File: src/pkg/olfg_map.svh
// Register offsets, field positions and reset values of the overlay format and geometry block.
`ifndef OLFG_MAP_SVH
`define OLFG_MAP_SVH

`define OLFG_NUM_REGS        8
`define OLFG_ADDR_CFG1       32'hF803_82D0
`define OLFG_ADDR_POS        32'hF803_82D4
`define OLFG_ADDR_SIZE       32'hF803_82D8
`define OLFG_ADDR_SRC        32'hF803_82DC
`define OLFG_ADDR_ROWP       32'hF803_82E0
`define OLFG_ADDR_PIXP       32'hF803_82E4
`define OLFG_ADDR_CROWP      32'hF803_82E8
`define OLFG_ADDR_CPIXP      32'hF803_82EC

`define OLFG_IDX_CFG1        0
`define OLFG_IDX_POS         1
`define OLFG_IDX_SIZE        2
`define OLFG_IDX_SRC         3
`define OLFG_IDX_ROWP        4
`define OLFG_IDX_PIXP        5
`define OLFG_IDX_CROWP       6
`define OLFG_IDX_CPIXP       7

`define OLFG_MASK_CFG1       32'h0003_F3F3
`define OLFG_MASK_XY         32'h07FF_07FF
`define OLFG_MASK_FULL       32'hFFFF_FFFF
`define OLFG_REG_RESET       32'h0000_0000

`define OLFG_LUT_EN_BIT      0
`define OLFG_CSPACE_BIT      1
`define OLFG_RGB_LSB         4
`define OLFG_LUTD_LSB        8
`define OLFG_YUV_LSB         12
`define OLFG_ROT_BIT         16
`define OLFG_SWP_BIT         17
`define OLFG_X_LSB           0
`define OLFG_Y_LSB           16

`endif

File: src/pkg/olfg_pkg.sv
// Types shared by the overlay format and geometry block and its users.
package olfg_pkg;

	typedef struct packed {
		logic        wr;
		logic        rd;
		logic [31:0] addr;
		logic [31:0] wdata;
	} olfg_bus_req_t;

	typedef struct packed {
		logic        chroma;
		logic [31:0] addr;
		logic [2:0]  bit_offset;
	} olfg_fetch_t;

	typedef struct packed {
		logic       lut_en;
		logic       yuv;
		logic [3:0] rgb_mode;
		logic [1:0] lut_depth;
		logic [3:0] yuv_mode;
		logic       rot;
		logic       swap;
		logic [2:0] bytes_per_pixel;
		logic [3:0] lut_bits;
		logic       split_chroma;
		logic       semiplanar;
		logic       sub420;
		logic [1:0] y0_lane;
		logic [1:0] y1_lane;
		logic [1:0] cb_lane;
		logic [1:0] cr_lane;
	} olfg_format_t;

	typedef enum logic [1:0] {
		OLFG_IDLE,
		OLFG_LUMA,
		OLFG_CHROMA
	} olfg_state_t;

endpackage

File: src/hdl/olfg_overlay.sv
// Overlay layer format decode, window placement and source fetch address walker.
//
// What this block does
// RQ1: LUT bit selects direct RGB or indices.
// RQ2: Colour-space bit selects RGB or YUV.
// RQ3: RGB format field picks one of fourteen layouts.
// RQ4: LUT depth gives 1, 2, 4, 8 bits.
// RQ5: YUV 0 is 4:4:4; 1-4 packed orders.
// RQ6: YUV 5-8 are semiplanar and planar modes.
// RQ7: Rotation bit picks the rotation chroma upsampler.
// RQ8: Swap bit exchanges packed 4:2:2 luma samples.
// RQ9: Window position fields at bits 10:0, 26:16.
// RQ10: Window width is programmed value plus one.
// RQ11: Software keeps left plus width within line.
// RQ12: Window height is programmed value plus one.
// RQ13: Software keeps top plus height within frame.
// RQ14: Source width is programmed value plus one.
// RQ15: Source height is programmed value plus one.
// RQ16: Row pitch is added at each row end.
// RQ17: Pixel pitch is added between luma pixels.
// RQ18: Chroma row pitch added at chroma row end.
// RQ19: Chroma pixel pitch added between chroma samples.
// RQ20: Planar modes fetch chroma on separate channel.
// RQ21: Window origin is top-left active display pixel.
`timescale 1ns/1ps

`include "olfg_map.svh"

module olfg_overlay
	import olfg_pkg::*;
(
	input  wire logic          clk_sys,
	input  wire logic          rst_n,
	input  wire logic          clk_en,
	input  wire olfg_bus_req_t bus,
	output      logic [31:0]   rd_data,
	input  wire logic          frame_start,
	input  wire logic [31:0]   luma_base,
	input  wire logic [31:0]   chroma_base,
	input  wire logic          fetch_ready,
	output      logic          fetch_valid,
	output      olfg_fetch_t   fetch,
	input  wire logic [10:0]   disp_x,
	input  wire logic [10:0]   disp_y,
	output      logic          in_window,
	output      olfg_format_t  fmt
);

	localparam logic [31:0] REG_ADDR [`OLFG_NUM_REGS] = '{`OLFG_ADDR_CFG1, `OLFG_ADDR_POS, `OLFG_ADDR_SIZE,
		`OLFG_ADDR_SRC, `OLFG_ADDR_ROWP, `OLFG_ADDR_PIXP, `OLFG_ADDR_CROWP, `OLFG_ADDR_CPIXP};
	localparam logic [31:0] REG_MASK [`OLFG_NUM_REGS] = '{`OLFG_MASK_CFG1, `OLFG_MASK_XY, `OLFG_MASK_XY,
		`OLFG_MASK_XY, `OLFG_MASK_FULL, `OLFG_MASK_FULL, `OLFG_MASK_FULL, `OLFG_MASK_FULL};

	logic [31:0]  regs [`OLFG_NUM_REGS];
	logic [31:0]  cfg1;
	logic [10:0]  win_left;
	logic [10:0]  win_top;
	logic [10:0]  win_width_m1;
	logic [10:0]  win_height_m1;
	logic [10:0]  src_w_m1;
	logic [10:0]  src_h_m1;
	logic [31:0]  row_pitch;
	logic [31:0]  pixel_pitch;
	logic [31:0]  chroma_row_pitch;
	logic [31:0]  chroma_pixel_pitch;
	olfg_format_t next_fmt;
	olfg_state_t  state;
	logic [10:0]  x_cnt;
	logic [10:0]  y_cnt;
	logic [31:0]  luma_addr;
	logic [31:0]  chroma_addr;
	logic         hs;
	logic         last_x;
	logic         last_pix;
	logic         need_chroma;
	logic         chroma_row_end;
	logic [3:0]   next_bits;
	logic         byte_done;
	logic [31:0]  next_luma;
	logic [31:0]  next_chroma;
	logic [11:0]  win_right;
	logic [11:0]  win_bottom;

	// Register file: every register is plain read-write, reserved bits are masked to zero.
	always_ff @(posedge clk_sys or negedge rst_n) begin
		if (!rst_n) begin
			for (int i = 0; i < `OLFG_NUM_REGS; i++) begin
				regs[i] <= `OLFG_REG_RESET;
			end
		end else if (clk_en && bus.wr) begin
			for (int i = 0; i < `OLFG_NUM_REGS; i++) begin
				if (bus.addr == REG_ADDR[i]) begin
					regs[i] <= bus.wdata & REG_MASK[i];
				end
			end
		end
	end

	// Read data stands only in the cycle after the strobe; unmapped addresses read zero.
	always_ff @(posedge clk_sys or negedge rst_n) begin
		if (!rst_n) begin
			rd_data <= `OLFG_REG_RESET;
		end else if (clk_en) begin
			rd_data <= `OLFG_REG_RESET;
			if (bus.rd) begin
				for (int i = 0; i < `OLFG_NUM_REGS; i++) begin
					if (bus.addr == REG_ADDR[i]) begin
						rd_data <= regs[i];
					end
				end
			end
		end
	end

	assign cfg1               = regs[`OLFG_IDX_CFG1];
	assign win_left           = regs[`OLFG_IDX_POS][`OLFG_X_LSB +: 11];       // see RQ9
	assign win_top            = regs[`OLFG_IDX_POS][`OLFG_Y_LSB +: 11];       // see RQ9
	assign win_width_m1       = regs[`OLFG_IDX_SIZE][`OLFG_X_LSB +: 11];
	assign win_height_m1      = regs[`OLFG_IDX_SIZE][`OLFG_Y_LSB +: 11];
	assign src_w_m1           = regs[`OLFG_IDX_SRC][`OLFG_X_LSB +: 11];
	assign src_h_m1           = regs[`OLFG_IDX_SRC][`OLFG_Y_LSB +: 11];
	assign row_pitch          = regs[`OLFG_IDX_ROWP];
	assign pixel_pitch        = regs[`OLFG_IDX_PIXP];
	assign chroma_row_pitch   = regs[`OLFG_IDX_CROWP];
	assign chroma_pixel_pitch = regs[`OLFG_IDX_CPIXP];

	// Format decode, registered so that downstream pixel units see a stable word.
	always_comb begin
		next_fmt              = '0;
		next_fmt.lut_en       = cfg1[`OLFG_LUT_EN_BIT];                     // see RQ1
		next_fmt.yuv          = cfg1[`OLFG_CSPACE_BIT];                     // see RQ2
		next_fmt.rgb_mode     = cfg1[`OLFG_RGB_LSB +: 4];
		next_fmt.lut_depth    = cfg1[`OLFG_LUTD_LSB +: 2];
		next_fmt.yuv_mode     = cfg1[`OLFG_YUV_LSB +: 4];
		next_fmt.rot          = cfg1[`OLFG_ROT_BIT];                        // see RQ7
		next_fmt.swap         = cfg1[`OLFG_SWP_BIT];
		next_fmt.lut_bits     = 4'h1 << cfg1[`OLFG_LUTD_LSB +: 2];          // see RQ4
		next_fmt.y0_lane      = 2'h0;
		next_fmt.y1_lane      = 2'h2;
		next_fmt.cb_lane      = 2'h1;
		next_fmt.cr_lane      = 2'h3;
		if (next_fmt.yuv) begin
			unique case (next_fmt.yuv_mode)
				4'h0: begin
					next_fmt.bytes_per_pixel = 3'h4;                          // see RQ5
				end
				4'h1: begin
					next_fmt.bytes_per_pixel = 3'h2;
				end
				4'h2: begin
					next_fmt.bytes_per_pixel = 3'h2;
					next_fmt.y0_lane         = 2'h1;
					next_fmt.y1_lane         = 2'h3;
					next_fmt.cb_lane         = 2'h0;
					next_fmt.cr_lane         = 2'h2;
				end
				4'h3: begin
					next_fmt.bytes_per_pixel = 3'h2;
					next_fmt.cb_lane         = 2'h3;
					next_fmt.cr_lane         = 2'h1;
				end
				4'h4: begin
					next_fmt.bytes_per_pixel = 3'h2;
					next_fmt.y0_lane         = 2'h1;
					next_fmt.y1_lane         = 2'h3;
					next_fmt.cb_lane         = 2'h2;
					next_fmt.cr_lane         = 2'h0;
				end
				4'h5, 4'h6, 4'h7, 4'h8: begin
					next_fmt.bytes_per_pixel = 3'h1;                          // see RQ6
					next_fmt.split_chroma    = 1'b1;
					next_fmt.semiplanar      = (next_fmt.yuv_mode == 4'h5) || (next_fmt.yuv_mode == 4'h7);
					next_fmt.sub420          = next_fmt.yuv_mode[3] || (next_fmt.yuv_mode == 4'h7);
				end
				default: begin
					next_fmt.bytes_per_pixel = 3'h4;
				end
			endcase
			// Swapping the two luma lanes happens before any sample is unpacked.
			if (next_fmt.swap && next_fmt.yuv_mode >= 4'h1 && next_fmt.yuv_mode <= 4'h4) begin
				{next_fmt.y0_lane, next_fmt.y1_lane} =
					{next_fmt.y1_lane, next_fmt.y0_lane};                     // see RQ8
			end
		end else if (!next_fmt.lut_en) begin
			unique case (next_fmt.rgb_mode)
				4'h0, 4'h1, 4'h2, 4'h3, 4'h4: begin
					next_fmt.bytes_per_pixel = 3'h2;                          // see RQ3
				end
				4'h6, 4'h8, 4'hA: begin
					next_fmt.bytes_per_pixel = 3'h3;
				end
				default: begin
					next_fmt.bytes_per_pixel = 3'h4;
				end
			endcase
		end
	end

	always_ff @(posedge clk_sys or negedge rst_n) begin
		if (!rst_n) begin
			fmt <= '0;
		end else if (clk_en) begin
			fmt <= next_fmt;
		end
	end

	// Window hit test; the sums carry a spare bit so a misprogrammed window never wraps.
	assign win_right  = {1'b0, win_left} + {1'b0, win_width_m1};             // see RQ10
	assign win_bottom = {1'b0, win_top} + {1'b0, win_height_m1};             // see RQ12

	always_ff @(posedge clk_sys or negedge rst_n) begin
		if (!rst_n) begin
			in_window <= 1'b0;
		end else if (clk_en) begin
			// Coordinates count from the top-left active pixel; see RQ21
			in_window <= (disp_x >= win_left) && ({1'b0, disp_x} <= win_right)
				&& (disp_y >= win_top) && ({1'b0, disp_y} <= win_bottom);        // see RQ9
		end
	end

	// Address walker over the source image.
	assign hs             = clk_en && fetch_valid && fetch_ready;
	assign last_x         = (x_cnt == src_w_m1);                             // see RQ14
	assign last_pix       = last_x && (y_cnt == src_h_m1);                   // see RQ15
	assign need_chroma    = fmt.yuv && fmt.split_chroma && !x_cnt[0] && (!fmt.sub420 || !y_cnt[0]); // see RQ20
	assign chroma_row_end = ((x_cnt | 11'h001) >= src_w_m1);
	assign next_bits      = {1'b0, fetch.bit_offset} + fmt.lut_bits;
	assign byte_done      = next_bits[3] || last_x;

	always_comb begin
		next_luma = luma_addr;
		if (!fmt.yuv && fmt.lut_en) begin
			// Sub-byte indices share one byte; the pitch applies once that byte is used up.
			if (byte_done) begin
				next_luma = luma_addr + 32'h0000_0001 + (last_x ? row_pitch : pixel_pitch);
			end
		end else begin
			next_luma = luma_addr + {29'h0000_0000, fmt.bytes_per_pixel}
				+ (last_x ? row_pitch : pixel_pitch);                              // see RQ16 see RQ17
		end
	end

	assign next_chroma = chroma_addr + (fmt.semiplanar ? 32'h0000_0002 : 32'h0000_0001)
		+ (chroma_row_end ? chroma_row_pitch : chroma_pixel_pitch);             // see RQ18 see RQ19

	always_ff @(posedge clk_sys or negedge rst_n) begin
		if (!rst_n) begin
			state       <= OLFG_IDLE;
			fetch_valid <= 1'b0;
			fetch       <= '0;
			x_cnt       <= 11'h000;
			y_cnt       <= 11'h000;
			luma_addr   <= 32'h0000_0000;
			chroma_addr <= 32'h0000_0000;
		end else if (clk_en) begin
			unique case (state)
				OLFG_IDLE: begin
					// A start while a frame is walking is ignored rather than restarting mid-frame.
					if (frame_start) begin
						state       <= OLFG_LUMA;
						fetch_valid <= 1'b1;
						fetch       <= '{chroma: 1'b0, addr: luma_base, bit_offset: 3'h0};
						luma_addr   <= luma_base;
						chroma_addr <= chroma_base;
						x_cnt       <= 11'h000;
						y_cnt       <= 11'h000;
					end
				end
				OLFG_LUMA: begin
					if (hs) begin
						luma_addr <= next_luma;
						if (need_chroma) begin
							state <= OLFG_CHROMA;
							fetch <= '{chroma: 1'b1, addr: chroma_addr, bit_offset: 3'h0};
						end else begin
							fetch.addr       <= next_luma;
							fetch.bit_offset <= (fmt.lut_en && !fmt.yuv && !byte_done) ? next_bits[2:0] : 3'h0;
							x_cnt            <= last_x ? 11'h000 : x_cnt + 11'h001;
							y_cnt            <= last_x ? y_cnt + 11'h001 : y_cnt;
							if (last_pix) begin
								state       <= OLFG_IDLE;
								fetch_valid <= 1'b0;
							end
						end
					end
				end
				OLFG_CHROMA: begin
					if (hs) begin
						chroma_addr <= next_chroma;
						fetch       <= '{chroma: 1'b0, addr: luma_addr, bit_offset: 3'h0};
						x_cnt       <= last_x ? 11'h000 : x_cnt + 11'h001;
						y_cnt       <= last_x ? y_cnt + 11'h001 : y_cnt;
						if (last_pix) begin
							state       <= OLFG_IDLE;
							fetch_valid <= 1'b0;
						end else begin
							state <= OLFG_LUMA;
						end
					end
				end
			endcase
		end
	end
endmodule // olfg_overlay

File: config.mk
export PLATFORM = sky130hd
export DESIGN_NAME = olfg_overlay
export DESIGN_NICKNAME = d
export VERILOG_FILES = /design/src/pkg/olfg_pkg.sv /design/src/hdl/olfg_overlay.sv
export VERILOG_INCLUDE_DIRS = /design/src /design/src/pkg
export SDC_FILE = /design/constraint.sdc
export NUM_CORES = 1
export LEC_CHECK = 0
export ABC_CLOCK_PERIOD_IN_PS = 9200
export BUFFER_PORTS_ARGS = -buffer_cell sky130_fd_sc_hd__buf_2
export CAP_MARGIN = 10
export CORE_ASPECT_RATIO = 0.75
export CORE_MARGIN = 8
export CORE_UTILIZATION = 49
export DETAILED_ROUTE_END_ITERATION = 8
export PLACE_DENSITY = 0.68
export SLEW_MARGIN = 20
export SYNTH_ARGS = -nofsm -noshare
export SYNTH_HDL_FRONTEND = slang
export SYNTH_SLANG_ARGS = --single-unit
File: constraint.sdc
create_clock -name clk_sys -period 9.2 [get_ports clk_sys]
set_clock_uncertainty 0.1 [all_clocks]
set_input_delay 1.84 -clock clk_sys [delete_from_list [all_inputs] [get_ports clk_sys]]
set_output_delay 1.84 -clock clk_sys [all_outputs]
set_load 0.01 [all_outputs]
======== Word level (Yosys, flattened, before mapping) ========
Memories as Yosys holds them, arrays and structs flattened.
Cells that the tools add are included.
storage, ports and cells
  flip-flop bits (word level) ............. 398
  ROM bits ................................ 48
  input port bits ......................... 157
  output and inout bits ................... 102
  logic and storage cells ................. 183
  memories ................................ 1
memory list
  name             depth  bits a word  rd ports  clocked after Yosys merged registers in  write ports  line                 RTL
  (no name shown)  16     3            1         0                                        0            olfg_overlay.sv:185  unique case (next_fmt.rgb_mode)
cells by class
  add/subtract/negate cells ............... 11
  order comparisons ....................... 7
  eq/ne operators ......................... 26
  shift operators ......................... 1
  multiplexer cells ....................... 59
  reductions and logical operators ........ 43
operator list
  operator               count
  $mux 32                16
  $eq 32x32->1 const B   8
  $pmux 32 s2            2
  $mux 11                10
  $mux 36                3
  $pmux 36 s3            1
  $add 32x32->32         3
  $pmux 11 s3            2
  $mux 35                1
  $ge 11x11->1           3
  $add 32x1->32 const B  1
  $add 32x2->32          1
  $add 32x3->32          1
  $add 11x11->12         2
  $le 11x12->1           2
  $add 11x1->11 const B  2
  $eq 11x11->1           2
  $mux 18                1
  $eq 4x3->1 const B     4
  $reduce_and 2->1       8
  $mux 3                 5
  $reduce_and 5->1       3
  $logic_and 1x1->1      14
  $mux 2                 6
  24 further kinds       46

======== Longest topological paths before layout ========
Gate-level depths: netlist of run 1.
  depth after elaboration ................. 10
  depth in mapped cells ................... 22
  depth with buffers taken out ............ 21

======== Least setup slack after synthesis of run 1 ========
OpenSTA, ideal clock, no wires.
  kind .................................... register to register
  from .................................... register x_cnt[2]
  to ...................................... register fetch[34] (netlist name)
  data arrival time ....................... 4818 ps
  setup slack ............................. 4150 ps
  cell stages (with the launch flop) ...... 20
  period minus slack after synthesis ...... 5050 ps
  cells stage by stage .................... dfrtp_1 -> ha_1 -> nand4_1 -> or4_1 -> clkbuf_1 -> clkbuf_1 -> nand2_1 -> nand2_1 -> fa_1 -> ha_1 -> fa_1 -> a211oi_1 -> o31ai_1 -> nor4b_1 -> o211ai_1 -> a211oi_1 -> o2111ai_1 -> o311a_1 -> a2111oi_0 -> or3b_1
between the ends
  longest elaborated chain between the ends .. 8
  elaborated cells between the ends (all ways) .. 10
  classes of those cells .................. add/sub: 2; eq/ne: 1; mux: 6; reduce/logical: 1
ends and longest elaborated chain
  element                 line                                      RTL
  from (decl)             olfg_overlay.sv:68                        logic [10:0] x_cnt;
  from (signal assigned)  olfg_overlay.sv:278                       x_cnt <= last_x ? 11'h000 : x_cnt + 11'h001;
  from (signal assigned)  olfg_overlay.sv:291                       x_cnt <= last_x ? 11'h000 : x_cnt + 11'h001;
  $eq 11x11->1 (*)        olfg_overlay.sv:223                       assign last_x = (x_cnt == src_w_m1);
  $mux 32                 olfg_overlay.sv:235, olfg_overlay.sv:239
  $add 32x32->32          olfg_overlay.sv:235                       next_luma = luma_addr + 32'h0000_0001 + (last_x ? row_pitch : pixel_pitch);
  $mux 32                 olfg_overlay.sv:234                       if (byte_done) begin
  $mux 32 (*)             olfg_overlay.sv:232                       if (!fmt.yuv && fmt.lut_en) begin
  $mux 35 (*)             olfg_overlay.sv:272                       if (need_chroma) begin
  $mux 36 (*)             olfg_overlay.sv:270                       if (hs) begin
  $pmux 36 s3 (*)         olfg_overlay.sv:256                       unique case (state)
  to (signal assigned)    olfg_overlay.sv:262                       fetch <= '{chroma: 1'b0, addr: luma_base, bit_offset: 3'h0};
  to (signal assigned)    olfg_overlay.sv:274                       fetch <= '{chroma: 1'b1, addr: chroma_addr, bit_offset: 3'h0};
  to (signal assigned)    olfg_overlay.sv:290                       fetch <= '{chroma: 1'b0, addr: luma_addr, bit_offset: 3'h0};
  to (decl)               olfg_overlay.sv:42                        output olfg_fetch_t fetch,
Mark *: on every way between the ends. The rest lies on a longest branch, timed or not. The select of a mux whose other input is x is not followed.
A chain may end at the register's enable or synchronous reset.

======== Worst setup path after layout of run 1 ========
Ends and elaborated chain as after synthesis.

==> summary.md, run 1 <==
| Metric | Value |
|---|---|
| Area of the die | 63360 um2 |
| Area after DPL | 29240 um2 |
| Htree depth | 2 |
| Yosys warning count | 0 |
| Worst hold path stage count | 1 |
| Clock latency on the worst-skew pair | 0.60 ns |
| Synth cell types | 81 |
| # IOs | 259 |
| Synthesized instance count | 2875 |
| Share of the synthesized area in the top cell type | 0.3645 |
| Post-route cell area | 30790 um2 |
| Routed vias/inst | 6.139 |
| Max FO, Critical Path | 37 |
| Sequential area share after synthesis | 0.3645 |
| Largest net degree at the start of global routing | 158 |
| Number of DRC markers in iteration 0 | 2146 |
| CTS hold repair buffers | 0 |
| Final hold vios | 0 |
| Synth area leader | dfrtp_1 |
| DR vias | 23550 |
| Root Buffer | clkbuf_16 |
| CP Class | flip-flop to flip-flop |
| Max Fclk | 165.7 MHz |
| Crit Reg-Reg Endpoint | fetch[34] |
| Final period util | 0.6560 |
| Vias in the first global route | 23180 |
| Drt total wl | 93820 um |
| Total gr overflow | 0 |
| Die Span Y | 220 um |
| Post-CTS Setup Bufs | 0 |
| Slew @ Worst Pin | 1.109 ns |
| Fraction of registers with async set/reset | 1.000 |
| CP Launch Point | x_cnt[2] |
| CTS Buf Count | 44 |
| Flop-to-flop setup slack | 3.16 ns |
| Finished Layout Cells | 3836 |
| Post-route setup slack | 3.164 ns |
| FF+latch count, synth | 396 |
| WHS Endpoint | fmt[1] |
| Detail Placement HPWL | 70090 um |
| Status | finished clean |
| Post-Route Setup TNS | 0 ns |
| Slew margin rel. | 0.2600 |
| Final #Nets | 3478 |
| Synth Area per Inst | 9.457 um2 |
| Hold WC Path Type | flip-flop to flip-flop |
| Top-count cell post-synth | dfrtp_1 |
| Cell area power density | 207.3 nW/um2 |
| Final setup fails | 0 |
| Area Growth Syn to Fin | 13.24% |
| Number of flops mapped to enable cells by yosys | 0 |
| Post-route ant nets | 0 |
| CTS max path bufs | 3 |
| Cell leakage power | 14.97 nW |
| Avg WL per Cell | 24.46 um |
| Synthesized Nets | 3272 |
| Synthesized area | 27190 um2 |
| Ys flop type | dfrtp_1 |
| Post-CTS resize count | 0 |
| Max VDD drop | 0.1940 mV |
| Min Clock Period, post-route | 6.036 ns |
| Worst slack, placed | 3.308 ns |
| Placed Instances | 3757 |
| First-pass GRT wire length | 142600 um |
| CP required | 9.62 ns |
| Pre-antenna DRT Iters | 7 |
| Hold_sp | fmt[1] |
| Layout cells sized above 1 | 0.2069 |
| Reg clk slew, reported paths | 0.06 ns |
| Setup crit end kind | flip-flop |
| Crit path DAT | 6.45 ns |
| Setup crit start kind | flip-flop |
| Initial Util | 0.4977 |
| CTS tree | built |
| Ranking of synthesized cells by area | dfrtp_1, mux2_2, ha_1 |
| Final Slew Violations | 0 |
| Gr usage total | 0.2900 |
| RSZ-0062 raised after global routing | no |
| Initial antenna violation count | 3 |
| Maxcap violations | 0 |
| RD Place Congestion | 0.9561 |
| Synth top cells by count | dfrtp_1, nand2_1, mux2_2 |
| Die X | 288.0 um |
| Port Buffers | 258 |
| Row cnt | 74 |
| CTS sink cnt | 396 |
| # DRC | 0 |
| FF-to-FF path depth | 19 |
| Overall power | 6.381 mW |
| Core area | 54630 um2 |
| FF-to-FF Start | x_cnt[2] |
cells by family (layout without fill, tap and decap cells):
kind of cell,Yosys count,after routing,synth area share
compound gates,758,758,0.1786
simple gates,746,746,0.1282
flops,396,396,0.3645
buf+inv,315,552,0.04390
mux,296,296,0.1238
fa+ha+maj,241,241,0.1213
xor+xnor,123,123,0.03962
other cells,0,2,0
where the power goes:
part	internal (mW)	switching [mW]	total, mW	leakage [nW]
Sequential	1.96	0.272	2.23	5.15
Clock	1.13	0.788	1.92	0.751
Combinational	0.810	1.42	2.23	9.06
how the worst max path moves through the flow:
stage                     end
finish              fetch[34]
global route        fetch[34]
CTS                 fetch[34]
detailed placement  fetch[34]
global placement    fetch[34]
floorplan           fetch[34]
routing by layer:
metal  vias to the layer above  wire, um  global-route usage
met1                     11630     42930              0.4244
li1                      10810         -                   -
met2                       967     40870              0.4413
met3                       143      7347             0.04879
met4                         0      2674             0.07824
met5                         -         0                   0
stage by stage:
step / utilization / hold slack (ns)
after detailed placement: 0.5353 / 0.3654
final: 0.5636 / 0.3755
after CTS: 0.5634 / 0.3799
after floorplan: - / 0.3777
after global placement: 0.5353 / 0.3559
after global routing: 0.5636 / 0.4027
worst max-delay path: stages, from the launching register on:
cell and delay (ns):
dfrtp_1 0.45, ha_1 0.32, nand4_1 0.21, or4_2 0.71, buf_4 0.33, nand2_1 0.13, nand2_1 0.13, fa_1 0.51
ha_1 0.21, fa_1 0.25, a211oi_1 0.09, o31ai_1 0.47, nor4b_1 0.31, buf_4 0.21, o211ai_1 0.18, a211oi_1 0.38
o2111ai_1 0.15, o311a_1 0.20, a2111oi_0 0.43, or3b_1 0.17
cell usage in the layout, fill, tap and decap left out, drive strengths merged, types with 9 or more instances in the layout:
master,count
mux4,9
nor2,151
a21oi,184
or3,25
nor2b,30
xor2,61
o22ai,45
nor4,10
xnor2,62
ha,202
clkbuf,58
dfrtp,396
clkinv,9
a31oi,27
a21o,39
and3,39
mux2,233
a22oi,42
nor3,51
o21bai,17
inv,176
nand2b,24
buf,301
a211oi,20
a221oi,20
a221o,19
fa,38
o21ai,199
nand4,27
nand2,311
and2,11
o211ai,21
a222oi,12
nand3,34
mux2i,54
o21a,22
o31ai,12
layout make-up:
class                      count  area [um2]
antenna                        2       5.005
clock buffer                  58        1214
clock inverter                19       324.1
fill                        4856       23840
inverter                     174       653.1
multi-input combinational   2164       16140
sequential                   396        9910
tap                          722       903.4
timing repair buffer         301        1637
state kept, by name (all words and copies together) (netlist names):
name                flops
regs                   66
fetch                  36
chroma_addr            32
chroma_pixel_pitch     32
chroma_row_pitch       32
luma_addr              32
pixel_pitch            32
rd_data                32
row_pitch              32
fmt                    30
cfg1                   14
x_cnt                  11
y_cnt                  11
state                   2
fetch_valid             1
in_window               1
Power figures use the tool's default switching activity.
==> run 2: changes to the inputs <==
Settings changed: ABC_CLOCK_PERIOD_IN_PS 9200 to 6100.
Clock period 9.2 ns to 6.1 ns, I/O delays scaled along.
==> summary.md, run 2 (synthesized netlist as in run 1, its figures left out) <==
| Metric | Value |
|---|---|
| Crit path top cell by count | buf_4 |
| CTS tree | built |
| CP required | 6.52 ns |
| Routed vias/inst | 6.127 |
| Filler cells | 4876 |
| Post-route cell area | 30850 um2 |
| Maxcap violations | 0 |
| Slew margin rel. | 0.2911 |
| CP Class | flip-flop to flip-flop |
| Total gr overflow | 0 |
| Post-route setup slack | 0.2617 ns |
| Detail Placement HPWL | 70530 um |
| Most frequent cells in the layout | dfrtp_1, nand2_1, buf_2, mux2_2, ha_1 |
| CTS max path bufs | 3 |
| Max Fclk | 171.3 MHz |
| Post-CTS Setup Bufs | 0 |
| Setup crit start kind | flip-flop |
| Final #Nets | 3496 |
| Root Buffer | clkbuf_16 |
| RD Place Congestion | 0.9645 |
| Clock latency on the worst-skew pair | 0.60 ns |
| Drt total wl | 93370 um |
| Initial antenna violation count | 2 |
| Slew @ Worst Pin | 1.056 ns |
| Number of DRC markers in iteration 0 | 2129 |
| Die Span Y | 220 um |
| Post-route ant nets | 0 |
| Post-Route Setup TNS | 0 ns |
| Port Buffers | 258 |
| Htree depth | 2 |
| Crit path DAT | 6.26 ns |
| CTS sink cnt | 396 |
| Pre-antenna DRT Iters | 8 |
| Buffer and inverter count on the worst path | 4 |
| Row cnt | 74 |
| Avg WL per Cell | 24.24 um |
| Setup crit end kind | flip-flop |
| Crit-path cells | ha_1 -> nand4_1 -> or4_1 -> buf_4 -> nand2_1 -> nand2_1 -> ha_1 -> ha_1 -> a211oi_1 -> o31ai_1 -> buf_4 -> nor4b_1 -> buf_4 -> o211ai_1 -> buf_4 -> a211oi_1 -> o2111ai_1 -> o311a_1 -> a2111oi_0 -> or3b_1 |
| Critical path's slowest cell | or4_1 |
| Final Slew Violations | 0 |
| Reg clk slew, reported paths | 0.06 ns |
| First-pass GRT wire length | 142100 um |
| # IOs | 259 |
| Max reg flops | 66 |
| CP top delay family | compound AO/OA/AOI/OAI gates |
| Min Clock Period, post-route | 5.838 ns |
| Vias in the first global route | 23220 |
| Area Growth Syn to Fin | 13.46% |
| Hold WC Path Type | flip-flop to flip-flop |
| Status | finished clean |
| Max VDD drop | 0.4201 mV |
| DR vias | 23600 |
| Final period util | 0.9571 |
| Gr usage total | 0.2885 |
| Critical path's largest stage delay | 0.64 ns |
| Largest net degree at the start of global routing | 143 |
| Commonest non-fill, non-tap cell in the layout | dfrtp_1 |
| RSZ-0062 raised after global routing | no |
| Cell area power density | 306.9 nW/um2 |
| Die X | 288.0 um |
| Worst slack, placed | 0.4575 ns |
| # DRC | 0 |
| Max FO, Critical Path | 27 |
| Layout cells sized above 1 | 0.2112 |
| Area after DPL | 29380 um2 |
| Initial Util | 0.4977 |
| CTS Buf Count | 44 |
| Area of the die | 63360 um2 |
| Final hold vios | 0 |
| Most flop-heavy register | regs |
| Core area | 54630 um2 |
| Largest registers | regs (66), fetch (36) |
| Final setup fails | 0 |
| Cell leakage power | 15.01 nW |
run 2: changes by cell type in the layout (fill, tap and decap cells not counted), moves of 2 or more:
cell        delta
buf_4         +16
bufinv_16      -3
clkbuf_1       -2
clkinv_2       +2
clkinvlp_4     +3
run 2: layout make-up:
| class | count | area [um2] | share of cell area |
|---|---|---|---|
| inverter | 174 | 653.1 | 0.02117 |
| timing repair buffer | 319 | 1788 | 0.05796 |
| sequential | 396 | 9910 | 0.3212 |
| multi-input combinational | 2164 | 16130 | 0.5230 |
| clock buffer | 55 | 1192 | 0.03865 |
| antenna | 1 | 2.502 | 0.00008112 |
| clock inverter | 21 | 266.5 | 0.008639 |
| tap | 722 | 903.4 | 0.02928 |
run 2: power by group:
| part | internal (mW) | switching [mW] | leakage [nW] |
|---|---|---|---|
| clock network | 1.57 | 1.17 | 0.707 |
| registers | 2.96 | 0.403 | 5.15 |
| logic | 1.23 | 2.13 | 9.15 |
| total | 5.76 | 3.71 | 15.0 |
run 2: metal layers:
layer,up-vias,GRT usage,share of wire,wire [um]
met3,146,0.05754,0.076,7135
met1,11700,0.4078,0.45,42430
met4,4,0.08144,0.029,2662
met5,-,0,0.00025,23
met2,910,0.4483,0.44,41120
li1,10850,-,-,-
run 2: repair_timing:
item                       4_1_cts  5_1_grt
gates resized for setup          0        1
setup endpoints to repair        0        2
hold buffers                     0        0
run 2: per-stage QoR:
| step | std cells | total power, mW | utilization | hold WS, ns |
|---|---|---|---|---|
| 2_1_floorplan | 2875 | 5.497 | - | 0.3777 |
| 3_3_place_gp | 3775 | 6.639 | 0.5379 | 0.3565 |
| 3_5_place_dp | 3775 | 6.709 | 0.5379 | 0.3641 |
| 4_1_cts | 3851 | 9.479 | 0.5646 | 0.3786 |
| 5_1_grt | 3851 | 9.995 | 0.5647 | 0.4023 |
| 6_report | 3852 | 9.468 | 0.5647 | 0.3748 |
run 2: final timing paths:
path	startpoint	end	slack (ns)	cells after the start
hold reg to reg	fmt[1]	fmt[1]	0.37	1
hold / removal	fmt[1]	fmt[1]	0.37	1
min in group asynchronous	rst_n	regs[199]	0.46	1
max in group asynchronous	rst_n	chroma_pixel_pitch[15]	4.17	2
setup / recovery	x_cnt[2]	fetch[34]	0.26	20
setup reg to reg	x_cnt[2]	fetch[34]	0.26	20
